--- src/hw/flash_ctrl_pkg.sv ---
/*
  constants for the parallel nor flash host controller: pin encodings, timing figures
  and cycle counts derived from the 100 mhz mclk.
  assumes mclk at 10 ns; timing figures are plain defaults for the flash speed grade.
*/
package flash_ctrl_pkg;
  // ----------------------------------------------------------------
  // clock
  // ----------------------------------------------------------------
  localparam int CLK_PERIOD_NS     = 10;
  // ----------------------------------------------------------------
  // timing figures in ns
  // ----------------------------------------------------------------
  localparam int SELECT_ACCESS_NS  = 70;
  localparam int ADDR_ACCESS_NS    = 70;
  localparam int WRITE_PULSE_NS    = 35;
  localparam int WRITE_HIGH_NS     = 30;
  localparam int RESET_PULSE_NS    = 500;
  localparam int RESET_RECOVERY_NS = 50;
  localparam int READY_EMBED_NS    = 20000;
  localparam int READY_IDLE_NS     = 500;
  localparam int ACCEL_SETUP_NS    = 250;
  // ----------------------------------------------------------------
  // cycle counts: least times round up
  // ----------------------------------------------------------------
  localparam int SELECT_ACCESS_CYC  = (SELECT_ACCESS_NS + CLK_PERIOD_NS - 1) / CLK_PERIOD_NS;
  localparam int ADDR_ACCESS_CYC    = (ADDR_ACCESS_NS + CLK_PERIOD_NS - 1) / CLK_PERIOD_NS;
  localparam int WRITE_PULSE_CYC    = (WRITE_PULSE_NS + CLK_PERIOD_NS - 1) / CLK_PERIOD_NS;
  localparam int WRITE_HIGH_CYC     = (WRITE_HIGH_NS + CLK_PERIOD_NS - 1) / CLK_PERIOD_NS;
  localparam int RESET_PULSE_CYC    = (RESET_PULSE_NS + CLK_PERIOD_NS - 1) / CLK_PERIOD_NS;
  localparam int RESET_RECOVERY_CYC = (RESET_RECOVERY_NS + CLK_PERIOD_NS - 1) / CLK_PERIOD_NS;
  localparam int READY_EMBED_CYC    = (READY_EMBED_NS + CLK_PERIOD_NS - 1) / CLK_PERIOD_NS;
  localparam int READY_IDLE_CYC     = (READY_IDLE_NS + CLK_PERIOD_NS - 1) / CLK_PERIOD_NS;
  localparam int ACCEL_SETUP_CYC    = (ACCEL_SETUP_NS + CLK_PERIOD_NS - 1) / CLK_PERIOD_NS;
  localparam int CNT_W              = 16;
  // ----------------------------------------------------------------
  // command codes presented by the user
  // ----------------------------------------------------------------
  localparam logic [1:0] OP_READ  = 2'h0;
  localparam logic [1:0] OP_WRITE = 2'h1;
  // ----------------------------------------------------------------
  // accelerate pin level selects
  // ----------------------------------------------------------------
  localparam logic [1:0] WP_LOW   = 2'h0;
  localparam logic [1:0] WP_HIGH  = 2'h1;
  localparam logic [1:0] WP_ACCEL = 2'h2;
endpackage : flash_ctrl_pkg

--- src/hw/flash_delay_cnt.sv ---
/*
  down counter that loads a cycle count and flags when it has run out.
  assumes the loader holds load for one enabled cycle.
*/
module flash_delay_cnt #(
  parameter int WIDTH = 16
) (
  input  wire logic             mclk,
  input  wire logic             rst,
  input  wire logic             ce,
  input  wire logic             load,
  input  wire logic [WIDTH-1:0] value,
  output logic                  done
);
  logic [WIDTH-1:0] count;

  initial begin
    if (WIDTH < 2) $error("flash_delay_cnt width too small");
  end

  always_ff @(posedge mclk) begin
    if (rst) begin
      count <= '0;
    end else if (ce) begin
      if (load) count <= value;
      else if (count != '0) count <= count - WIDTH'(1);
    end
  end

  // ----------------------------------------------------------------
  // expiry flag
  // ----------------------------------------------------------------
  assign done = (count == '0) && !load;
endmodule : flash_delay_cnt

--- src/hw/flash_host_ctrl.sv ---
/*
  host side controller for an asynchronous parallel nor flash: read cycles, write
  cycles, hardware reset pulse with ready wait, and accelerate pin control.
  assumes the flash pins are sampled synchronously to mclk and the board converts
  the accelerate level select into the pin voltage.
*/
module flash_host_ctrl #(
  parameter int ADDR_W      = 22,
  parameter int DATA_W      = 16,
  parameter int READY_EMBED = flash_ctrl_pkg::READY_EMBED_CYC
) (
  input  wire logic              mclk,
  input  wire logic              rst,
  input  wire logic              ce,
  input  wire logic              req_valid,
  input  wire logic [1:0]        req_op,
  input  wire logic [ADDR_W-1:0] req_addr,
  input  wire logic [DATA_W-1:0] req_wdata,
  output logic                   req_ready,
  output logic                   rsp_valid,
  output logic [DATA_W-1:0]      rsp_rdata,
  input  wire logic              reset_req,
  input  wire logic              accel_req,
  input  wire logic              protect_req,
  output logic                   accel_active,
  output logic                   resume_needed,
  output logic                   flash_ce_n,
  output logic                   flash_oe_n,
  output logic                   flash_we_n,
  output logic                   flash_reset_n,
  output logic [1:0]             write_protect_accel_pin,
  output logic [ADDR_W-1:0]      flash_addr,
  input  wire logic [DATA_W-1:0] data_bus_in,
  output logic [DATA_W-1:0]      data_bus_out,
  output logic                   data_bus_oe,
  input  wire logic              ready_busy_n_out
);
  // ----------------------------------------------------------------
  // state and storage
  // ----------------------------------------------------------------
  typedef enum logic [7:0] {
    ST_IDLE    = 8'b0000_0001,
    ST_RD      = 8'b0000_0010,
    ST_WR_LOW  = 8'b0000_0100,
    ST_WR_HIGH = 8'b0000_1000,
    ST_RST_LOW = 8'b0001_0000,
    ST_RST_RDY = 8'b0010_0000,
    ST_RST_REC = 8'b0100_0000,
    ST_ACC_SET = 8'b1000_0000
  } state_t;

  typedef struct packed {
    state_t            state;
    logic              ce_n;
    logic              oe_n;
    logic              we_n;
    logic              reset_n;
    logic [1:0]        wp;
    logic [ADDR_W-1:0] addr;
    logic [DATA_W-1:0] wdata;
    logic              drive;
    logic [DATA_W-1:0] rdata;
    logic              rvalid;
    logic              accel;
    logic              resume;
    logic              load;
    logic [flash_ctrl_pkg::CNT_W-1:0] load_val;
  } regs_t;

  regs_t r;
  regs_t next_r;
  logic  timer_done;

  initial begin
    if (ADDR_W < 1 || ADDR_W > 32) $error("flash_host_ctrl bad address width");
    if (DATA_W != 8 && DATA_W != 16) $error("flash_host_ctrl data width must be 8 or 16");
    if (READY_EMBED < 1 || READY_EMBED >= (1 << flash_ctrl_pkg::CNT_W))
      $error("flash_host_ctrl ready count out of range");
  end

  function automatic logic [flash_ctrl_pkg::CNT_W-1:0] cyc(input int n);
    cyc = flash_ctrl_pkg::CNT_W'(n);
  endfunction : cyc

  flash_delay_cnt #(
    .WIDTH (flash_ctrl_pkg::CNT_W)
  ) u_timer (
    .mclk  (mclk),
    .rst   (rst),
    .ce    (ce),
    .load  (r.load),
    .value (r.load_val),
    .done  (timer_done)
  );

  // ----------------------------------------------------------------
  // next state
  // ----------------------------------------------------------------
  always_comb begin
    next_r        = r;
    next_r.load   = 1'b0;
    next_r.rvalid = 1'b0;
    case (r.state)
      ST_IDLE: begin
        if (reset_req) begin
          next_r.reset_n  = 1'b0;
          next_r.ce_n     = 1'b1;
          next_r.oe_n     = 1'b1;
          next_r.we_n     = 1'b1;
          next_r.drive    = 1'b0;
          next_r.resume   = !ready_busy_n_out;
          next_r.load     = 1'b1;
          next_r.load_val = cyc(flash_ctrl_pkg::RESET_PULSE_CYC);
          next_r.state    = ST_RST_LOW;
        end else if (accel_req != r.accel) begin
          // voltage only while accelerated programming is requested
          next_r.wp       = accel_req ? flash_ctrl_pkg::WP_ACCEL
                          : (protect_req ? flash_ctrl_pkg::WP_LOW
                                         : flash_ctrl_pkg::WP_HIGH);
          next_r.accel    = accel_req;
          next_r.load     = 1'b1;
          next_r.load_val = cyc(flash_ctrl_pkg::ACCEL_SETUP_CYC);
          next_r.state    = ST_ACC_SET;
        end else if (req_valid) begin
          next_r.addr  = req_addr;
          next_r.ce_n  = 1'b0;
          next_r.load  = 1'b1;
          if (req_op == flash_ctrl_pkg::OP_WRITE) begin
            next_r.we_n     = 1'b0;
            next_r.oe_n     = 1'b1;
            next_r.wdata    = req_wdata;
            next_r.drive    = 1'b1;
            next_r.load_val = cyc(flash_ctrl_pkg::WRITE_PULSE_CYC);
            next_r.state    = ST_WR_LOW;
          end else begin
            next_r.oe_n     = 1'b0;
            next_r.we_n     = 1'b1;
            next_r.load_val = cyc(flash_ctrl_pkg::SELECT_ACCESS_CYC);
            next_r.state    = ST_RD;
          end
        end else begin
          if (!r.accel) begin
            next_r.wp = protect_req ? flash_ctrl_pkg::WP_LOW : flash_ctrl_pkg::WP_HIGH;
          end
        end
      end
      ST_RD: begin
        if (timer_done) begin
          next_r.rdata  = data_bus_in;
          next_r.rvalid = 1'b1;
          next_r.ce_n   = 1'b1;
          next_r.oe_n   = 1'b1;
          next_r.state  = ST_IDLE;
        end
      end
      ST_WR_LOW: begin
        if (timer_done) begin
          next_r.we_n     = 1'b1;
          next_r.ce_n     = 1'b1;
          next_r.load     = 1'b1;
          next_r.load_val = cyc(flash_ctrl_pkg::WRITE_HIGH_CYC);
          next_r.state    = ST_WR_HIGH;
        end
      end
      ST_WR_HIGH: begin
        if (timer_done) begin
          next_r.drive = 1'b0;
          next_r.state = ST_IDLE;
        end
      end
      ST_RST_LOW: begin
        if (timer_done) begin
          next_r.reset_n  = 1'b1;
          next_r.load     = 1'b1;
          next_r.load_val = r.resume ? cyc(READY_EMBED)
                                     : cyc(flash_ctrl_pkg::READY_IDLE_CYC);
          next_r.state    = ST_RST_RDY;
        end
      end
      ST_RST_RDY: begin
        // wait for ready high or the ready time, whichever first
        if (ready_busy_n_out || timer_done) begin
          next_r.load     = 1'b1;
          next_r.load_val = cyc(flash_ctrl_pkg::RESET_RECOVERY_CYC);
          next_r.state    = ST_RST_REC;
        end
      end
      ST_RST_REC: begin
        if (timer_done) next_r.state = ST_IDLE;
      end
      ST_ACC_SET: begin
        if (timer_done) next_r.state = ST_IDLE;
      end
      default: begin
        next_r.state = ST_IDLE;
      end
    endcase
    if (r.state == ST_IDLE && !reset_req && accel_req == r.accel && req_valid) begin
      next_r.resume = 1'b0;
    end
  end

  // ----------------------------------------------------------------
  // register
  // ----------------------------------------------------------------
  always_ff @(posedge mclk) begin
    if (rst) begin
      r.state    <= ST_IDLE;
      r.ce_n     <= 1'b1;
      r.oe_n     <= 1'b1;
      r.we_n     <= 1'b1;
      r.reset_n  <= 1'b1;
      r.wp       <= flash_ctrl_pkg::WP_LOW;
      r.addr     <= '0;
      r.wdata    <= '0;
      r.drive    <= 1'b0;
      r.rdata    <= '0;
      r.rvalid   <= 1'b0;
      r.accel    <= 1'b0;
      r.resume   <= 1'b0;
      r.load     <= 1'b0;
      r.load_val <= '0;
    end else if (ce) begin
      r <= next_r;
    end
  end

  // ----------------------------------------------------------------
  // outputs
  // ----------------------------------------------------------------
  assign req_ready               = (r.state == ST_IDLE) && !reset_req && (accel_req == r.accel);
  assign rsp_valid               = r.rvalid;
  assign rsp_rdata               = r.rdata;
  assign accel_active            = r.accel;
  assign resume_needed           = r.resume;
  assign flash_ce_n              = r.ce_n;
  assign flash_oe_n              = r.oe_n;
  assign flash_we_n              = r.we_n;
  assign flash_reset_n           = r.reset_n;
  assign write_protect_accel_pin = r.wp;
  assign flash_addr              = r.addr;
  assign data_bus_out            = r.wdata;
  assign data_bus_oe             = r.drive;
endmodule : flash_host_ctrl

--- config.mk ---
export PLATFORM = sky130hd
export DESIGN_NAME = flash_host_ctrl
export DESIGN_NICKNAME = d
export VERILOG_FILES = /design/src/hw/flash_ctrl_pkg.sv /design/src/hw/flash_delay_cnt.sv /design/src/hw/flash_host_ctrl.sv
export SDC_FILE = /design/constraint.sdc
export NUM_CORES = 1
export LEC_CHECK = 0
export BUFFER_PORTS_ARGS = -buffer_cell sky130_fd_sc_hd__buf_2
export CELL_PAD_IN_SITES_DETAIL_PLACEMENT = 2
export CELL_PAD_IN_SITES_GLOBAL_PLACEMENT = 2
export CORE_MARGIN = 5
export CORE_UTILIZATION = 30
export CTS_CLUSTER_SIZE = 14
export DETAILED_ROUTE_END_ITERATION = 7
export PLACE_DENSITY = 0.78
export SLEW_MARGIN = 25
export SYNTH_ARGS = -nofsm -noshare
export SYNTH_HDL_FRONTEND = slang
export SYNTH_HIERARCHICAL = 1
export SYNTH_SLANG_ARGS = --single-unit
--- constraint.sdc ---
create_clock -name mclk -period 4 [get_ports mclk]
set_input_delay 0.2 -clock mclk [delete_from_list [all_inputs] [get_ports mclk]]
set_output_delay 0.2 -clock mclk [all_outputs]
set_load 0.02 [all_outputs]
; ---- Word-level counts from Yosys, hierarchy flattened
; Index checks and enable logic that the tools add are counted.
[totals]
word_cells = 122
reg_bits = 105
out_inout_bits = 65
input_bits = 64
[classes]
add_sub_neg = 1
eq_ne = 24
bitwise_logic = 2
n_reduce_logical = 34
muxes = 45
[ops]
columns = operator, count
row1 = $mux W17, 6
row2 = $pmux W17 S4, 1
row3 = $pmux W8 S6, 1
row4 = $mux W11, 3
row5 = $mux W16, 2
row6 = $mux W8, 4
row7 = $reduce_and A6 Y1, 4
row8 = $reduce_and A5 Y1, 4
row9 = $logic_not A16 Y1, 1
row10 = $reduce_bool A16 Y1, 1
row11 = $sub A16 B1 Y16 const B, 1
row12 = $reduce_bool A2 Y1, 7
row13 = $mux W1, 13
row14 = $mux W2, 6
row15 = $ne A2 B2 Y1 const B, 6
row16 = $mux W10, 1
row17 = $mux W9, 1
row18 = $ne A3 B3 Y1 const B, 3
row19 = $eq A8 B1 Y1 const B, 1
row20 = $eq A8 B2 Y1 const B, 1
row21 = $eq A8 B3 Y1 const B, 1
row22 = $eq A8 B4 Y1 const B, 1
row23 = $eq A8 B5 Y1 const B, 1
row24 = $eq A8 B6 Y1 const B, 1
row25 = 21 further kinds, 35

; ---- Longest topological paths before layout
[depth]
word_depth = 6
mapped_depth = 11
mapped_depth_nobuf = 10

; ---- By module
; Netlist, hierarchy kept.
[modules_own_cells]
columns = mod, seq_area_each_um2, cells_per_inst, n_inst, area_each_um2
row1 = flash_host_ctrl, 1601.5, 483, 1, 3890.0
row2 = flash_delay_cnt, 320.3, 145, 1, 1072.3

; ---- Worst setup path after synthesis
; No wires, ideal clock.
[synth_timing]
kind = reg2reg
from = register u_timer.count[0]
to = register r[5] (netlist bit)
path_slack_ps = 1094
t_arrival_ps = 2815
synth_period_minus_slack_ps = 2906
setup_ps = 91
path_stages_with_launch = 11
path_cell_list = dfxtp_1 > inv_1 > ha_1 > or3b_2 > nor4_1 > and2_1 > buf_1 > o2111a_1 > clkbuf_1 > a21oi_1 > a311oi_1
[synth_between]
elab_chain_cells = 5
word_cells_on_any_way = 7
cone_classes = eq/ne: 3 / reduce/logical: 4
[synth_lines]
columns = item, line_no
row1 = from (decl), flash_delay_cnt.sv:15  ; logic [WIDTH-1:0] count;
row2 = from (signal assigned), flash_delay_cnt.sv:25  ; if (load) count <= value;
row3 = from (signal assigned), flash_delay_cnt.sv:26  ; else if (count != '0) count <= count - WIDTH'(1);
row4 = $logic_not A16 Y1 *, flash_delay_cnt.sv:33  ; assign done = (count == '0) && !load;
row5 = $logic_and A1 B1 Y1 *, flash_delay_cnt.sv:33
row6 = via timer_done, flash_host_ctrl.sv:72  ; logic timer_done;
row7 = $logic_or A1 B1 Y1, flash_host_ctrl.sv:182  ; if (ready_busy_n_out || timer_done) begin
row8 = $ne A2 B2 Y1 (no line), -
row9 = $reduce_and A6 Y1 (no line) *, -
row10 = to (signal assigned), flash_host_ctrl.sv:224  ; r <= next_r;
row11 = to (decl), flash_host_ctrl.sv:70  ; regs_t r;
; The timed path passes the listed nets; every way through them passes the cells marked *.
; A chain may end at the register's enable or synchronous reset.

; ---- Final worst setup path
[layout_timing]
from = register u_timer.count[0]
to = register r[1] (netlist bit)
; Same word-level chain as after synthesis.

==> metrics.md <==
| Metric | Value |
|---|---|
| Post-cts resize count | 0 |
| Yosys warning count | 6 |
| HP Class | in2reg |
| Clk Latency, worst-skew pair | 350 ps |
| Setup Buffers After CTS | 0 |
| Slew Limit Headroom | 0.2670 |
| Vias in the first global route | 5127 |
| TritonCTS clock tree | done |
| Initial antenna violation count | 1 |
| Fin nets | 746 |
| Die Width | 138.6 um |
| Largest family of logic cells by synthesized area | simple AND/OR/NAND/NOR gates |
| FILL cells | 1926 |
| Storage cell area | 1922 um^2 |
| Starting Density | 0.3024 |
| Root Driver | clkbuf_16 |
| Most common cell after layout, fill and taps aside | nand2_1 |
| GRT Total Usage | 0.1671 |
| H-Tree Depth | 3 |
| Setup total negative slack | 0 ps |
| Crit-path slowest cell | nor4_1 |
| Max Buffers Root-to-Sink | 2 |
| Crit path largest cell delay | 650 ps |
| Area Overhead vs Synth | 13.06% |
| Total Power | 0.003255 W |
| Most frequent cells in the layout | nand2_1 (135), buf_2 (127), dfxtp_1 (96) |
| Adder-Cell Fraction of Synth Area | 0.007564 |
| Fmax | 0.2822 GHz |
| DR vias/cell | 5.124 |
| Routed Antenna Nets | 0 |
| Crit path buf inv count | 2 |
| WL/cell | 17.79 um |
| Max cap viols | 0 |
| Measured slew at the worst slew-check pin | 1096 ps |
| Ys flop type | dfxtp_1 |
| DRT iter0 DRCs | 210 |
| Complex-gate fraction of the synthesized area | 0.2113 |
| Leakage | 2.220 nW |
| Sequential share of the synthesized area | 0.3873 |
| Top Ports | 129 |
| Vias | 4632 |
| Crit start category | flip-flop |
| Die area | 19210 um^2 |
| Post-synthesis cell area | 4962 um^2 |
| Core area | 16410 um^2 |
| Syn Inst Count | 628 |
| Worst EP required | 4200 ps |
| Max Used Layer | met4 |
| Met3 wire length | 641 um |
| Global-route wire length before repair | 26650 um |
| Largest net degree at the start of global routing | 66 |
| CTS Buf Count | 9 |
| Delay-heaviest family, CP | simple AND/OR/NAND/NOR gates |
| Routed WL | 16080 um |
| Pwr dens | 580.2 nW/um^2 |
| GP Congestion | 0.8555 |
| Pre-Repair DR Iteration Count | 4 |
| CTS Sinks | 96 |
| Layout cells sized above 1 | 0.2826 |
| Worst path cell trace | inv_1 > ha_1 > or3b_2 > nor4_1 > and2_1 > buf_4 > o2111ai_1 > nor2_1 > a311oi_1 |
| DP Wirelength | 11590 um |
| # setup viols final | 0 |
| Simple-gate portion of the synthesized area | 0.2458 |
| Multi-input gate area | 2394 um^2 |
| Critical Path Fanout Max | 12 |
| Max VDD drop | 0.2334 mV |
| Synth cell types | 66 |
| WP data arrival | 3750 ps |
| Die Y | 138.6 um |
| Status | finished clean |
| Mux contribution to synthesized area | 0.008321 |
| Clock-pin slew on the worst setup and hold paths | 70 ps |
| Final min period | 3544 ps |
| # rows | 47 |
| M1 WL | 6609 um |
| PortBufs | 128 |
| Final hold violation count | 0 |
| Synthesized flop and latch total | 96 |
| Critical path type | reg2reg |
| RSZ-0062 raised after global routing | false |
| Fraction of registers with async set/reset | 0 |
| Grt total ovfl | 0 |
| Final core utilization | 0.3420 |
| Post-Synth XOR/XNOR Area | 0.001765 |
| Worst setup EP type | flip-flop |
| Final period util | 0.8860 |
| Slew Limit Fails | 0 |
| DRC | 0 |
| Setup Skew | 12.10 ps |
| Number of synthesized flops with an enable pin | 0 |
| Post-synthesis area per instance | 7.902 um^2 |
| Met2 WL | 8509 um |
| CTS Hold Bufs | 0 |
==> per-stage QoR <==
| step | std cells | instance area, um^2 | hold slack, ps | setup WS, ps |
|---|---|---|---|---|
| after floorplan | 632 | 4977 | 333.7 | 1094 |
| after global routing | 904 | 5610 | 83.55 | 102.7 |
| final | 904 | 5610 | 92.21 | 456.1 |
| after global placement | 888 | 5288 | 434.6 | 870.6 |
| after CTS | 903 | 5602 | 74.70 | 435.5 |
| after detailed placement | 888 | 5291 | 441.6 | 551.6 |
==> final cells by class <==
class | instances | share of cell area
clock inverter | 5 | 0.01450
tap | 220 | 0.04906
clock buffer | 10 | 0.04081
timing repair buffer | 132 | 0.1200
multi-input combinational | 431 | 0.4266
sequential | 96 | 0.3426
antenna | 1 | 0.0004460
inverter | 9 | 0.006021
==> metal layers <==
layer  GRT usage  up-vias
li1            -     2218
met1      0.1885     2301
met2      0.3094       94
met3     0.03724       19
met4     0.05819        0
met5           0        -
==> cells in the mapped netlist, types with 2 or more instances <==
| library cell | count | share of area |
|---|---|---|
| nand4_1 | 7 | 0.0088 |
| buf_4 | 59 | 0.089 |
| o41ai_1 | 2 | 0.0035 |
| or4_4 | 5 | 0.011 |
| a21oi_1 | 82 | 0.083 |
| nand4b_1 | 2 | 0.0035 |
| dfxtp_1 | 96 | 0.39 |
| o32a_1 | 3 | 0.0061 |
| or4b_2 | 3 | 0.0061 |
| o21ai_1 | 6 | 0.0061 |
| nand2_1 | 135 | 0.10 |
| a211oi_1 | 4 | 0.0061 |
| o21ai_0 | 24 | 0.024 |
| o31ai_1 | 4 | 0.0061 |
| mux2i_1 | 3 | 0.0061 |
| o32ai_1 | 2 | 0.0035 |
| a31oi_1 | 2 | 0.0025 |
| o2111ai_1 | 2 | 0.0035 |
| clkbuf_1 | 24 | 0.018 |
| nand2b_1 | 7 | 0.0088 |
| nor2b_1 | 5 | 0.0063 |
| nor2_1 | 23 | 0.017 |
| buf_2 | 4 | 0.0040 |
| nor3_1 | 12 | 0.012 |
| ha_1 | 3 | 0.0076 |
| nand2_2 | 10 | 0.013 |
| nand3_1 | 14 | 0.014 |
| buf_1 | 2 | 0.0015 |
| a22o_1 | 3 | 0.0053 |
| buf_6 | 5 | 0.011 |
| or3_1 | 4 | 0.0050 |
| or2_2 | 2 | 0.0025 |
| and3_1 | 4 | 0.0050 |
| nor4_1 | 8 | 0.010 |
| o21bai_1 | 2 | 0.0030 |
| inv_1 | 9 | 0.0068 |
| a311oi_1 | 4 | 0.0071 |
| a21oi_2 | 14 | 0.025 |
==> power by group <==
group / switching (W) / internal, W / leakage, nW / total (W)
Sequential: 0.000118 / 0.00106 / 0.779 / 0.00117
Combinational: 0.000736 / 0.000425 / 1.29 / 0.00116
Clock: 0.000374 / 0.000546 / 0.149 / 0.000920
Total: 0.00123 / 0.00203 / 2.22 / 0.00326
==> final timing paths <==
kind                                endpoint              from  depth (start not counted)  slack [ps]
worst max register to register          r[1]  u_timer/count[0]                          9         460
worst min register to register  rsp_rdata[6]      rsp_rdata[6]                          2         450
worst min-delay path            rsp_rdata[5]    data_bus_in[5]                          3          90
worst max-delay path                    r[1]  u_timer/count[0]                          9         460
==> registers in the layout (all words and copies together), names as in the netlist, 2 cells and up <==
name and cells:
rsp_rdata 16, flash_addr 22, data_bus_out 16, r 16
u_timer/count 16, write_protect_accel_pin 2
==> cells by family after synthesis <==
family | after synthesis
simple gates | 251
fa+ha+maj | 3
other cells | 1
xor+xnor | 1
buf+inv | 105
flops | 96
compound gates | 167
mux | 4
==> worst register-to-register path, delay by kind of cell (launching register included) <==
kind / cells / cell delay, ps
buffers and inverters: 2 / 290
AOI/OAI and AO/OA: 2 / 610
and+or+nand+nor: 4 / 1950
DFF: 1 / 350
adders and majority gates: 1 / 210
No activity file was read; power rests on OpenSTA's default activity.
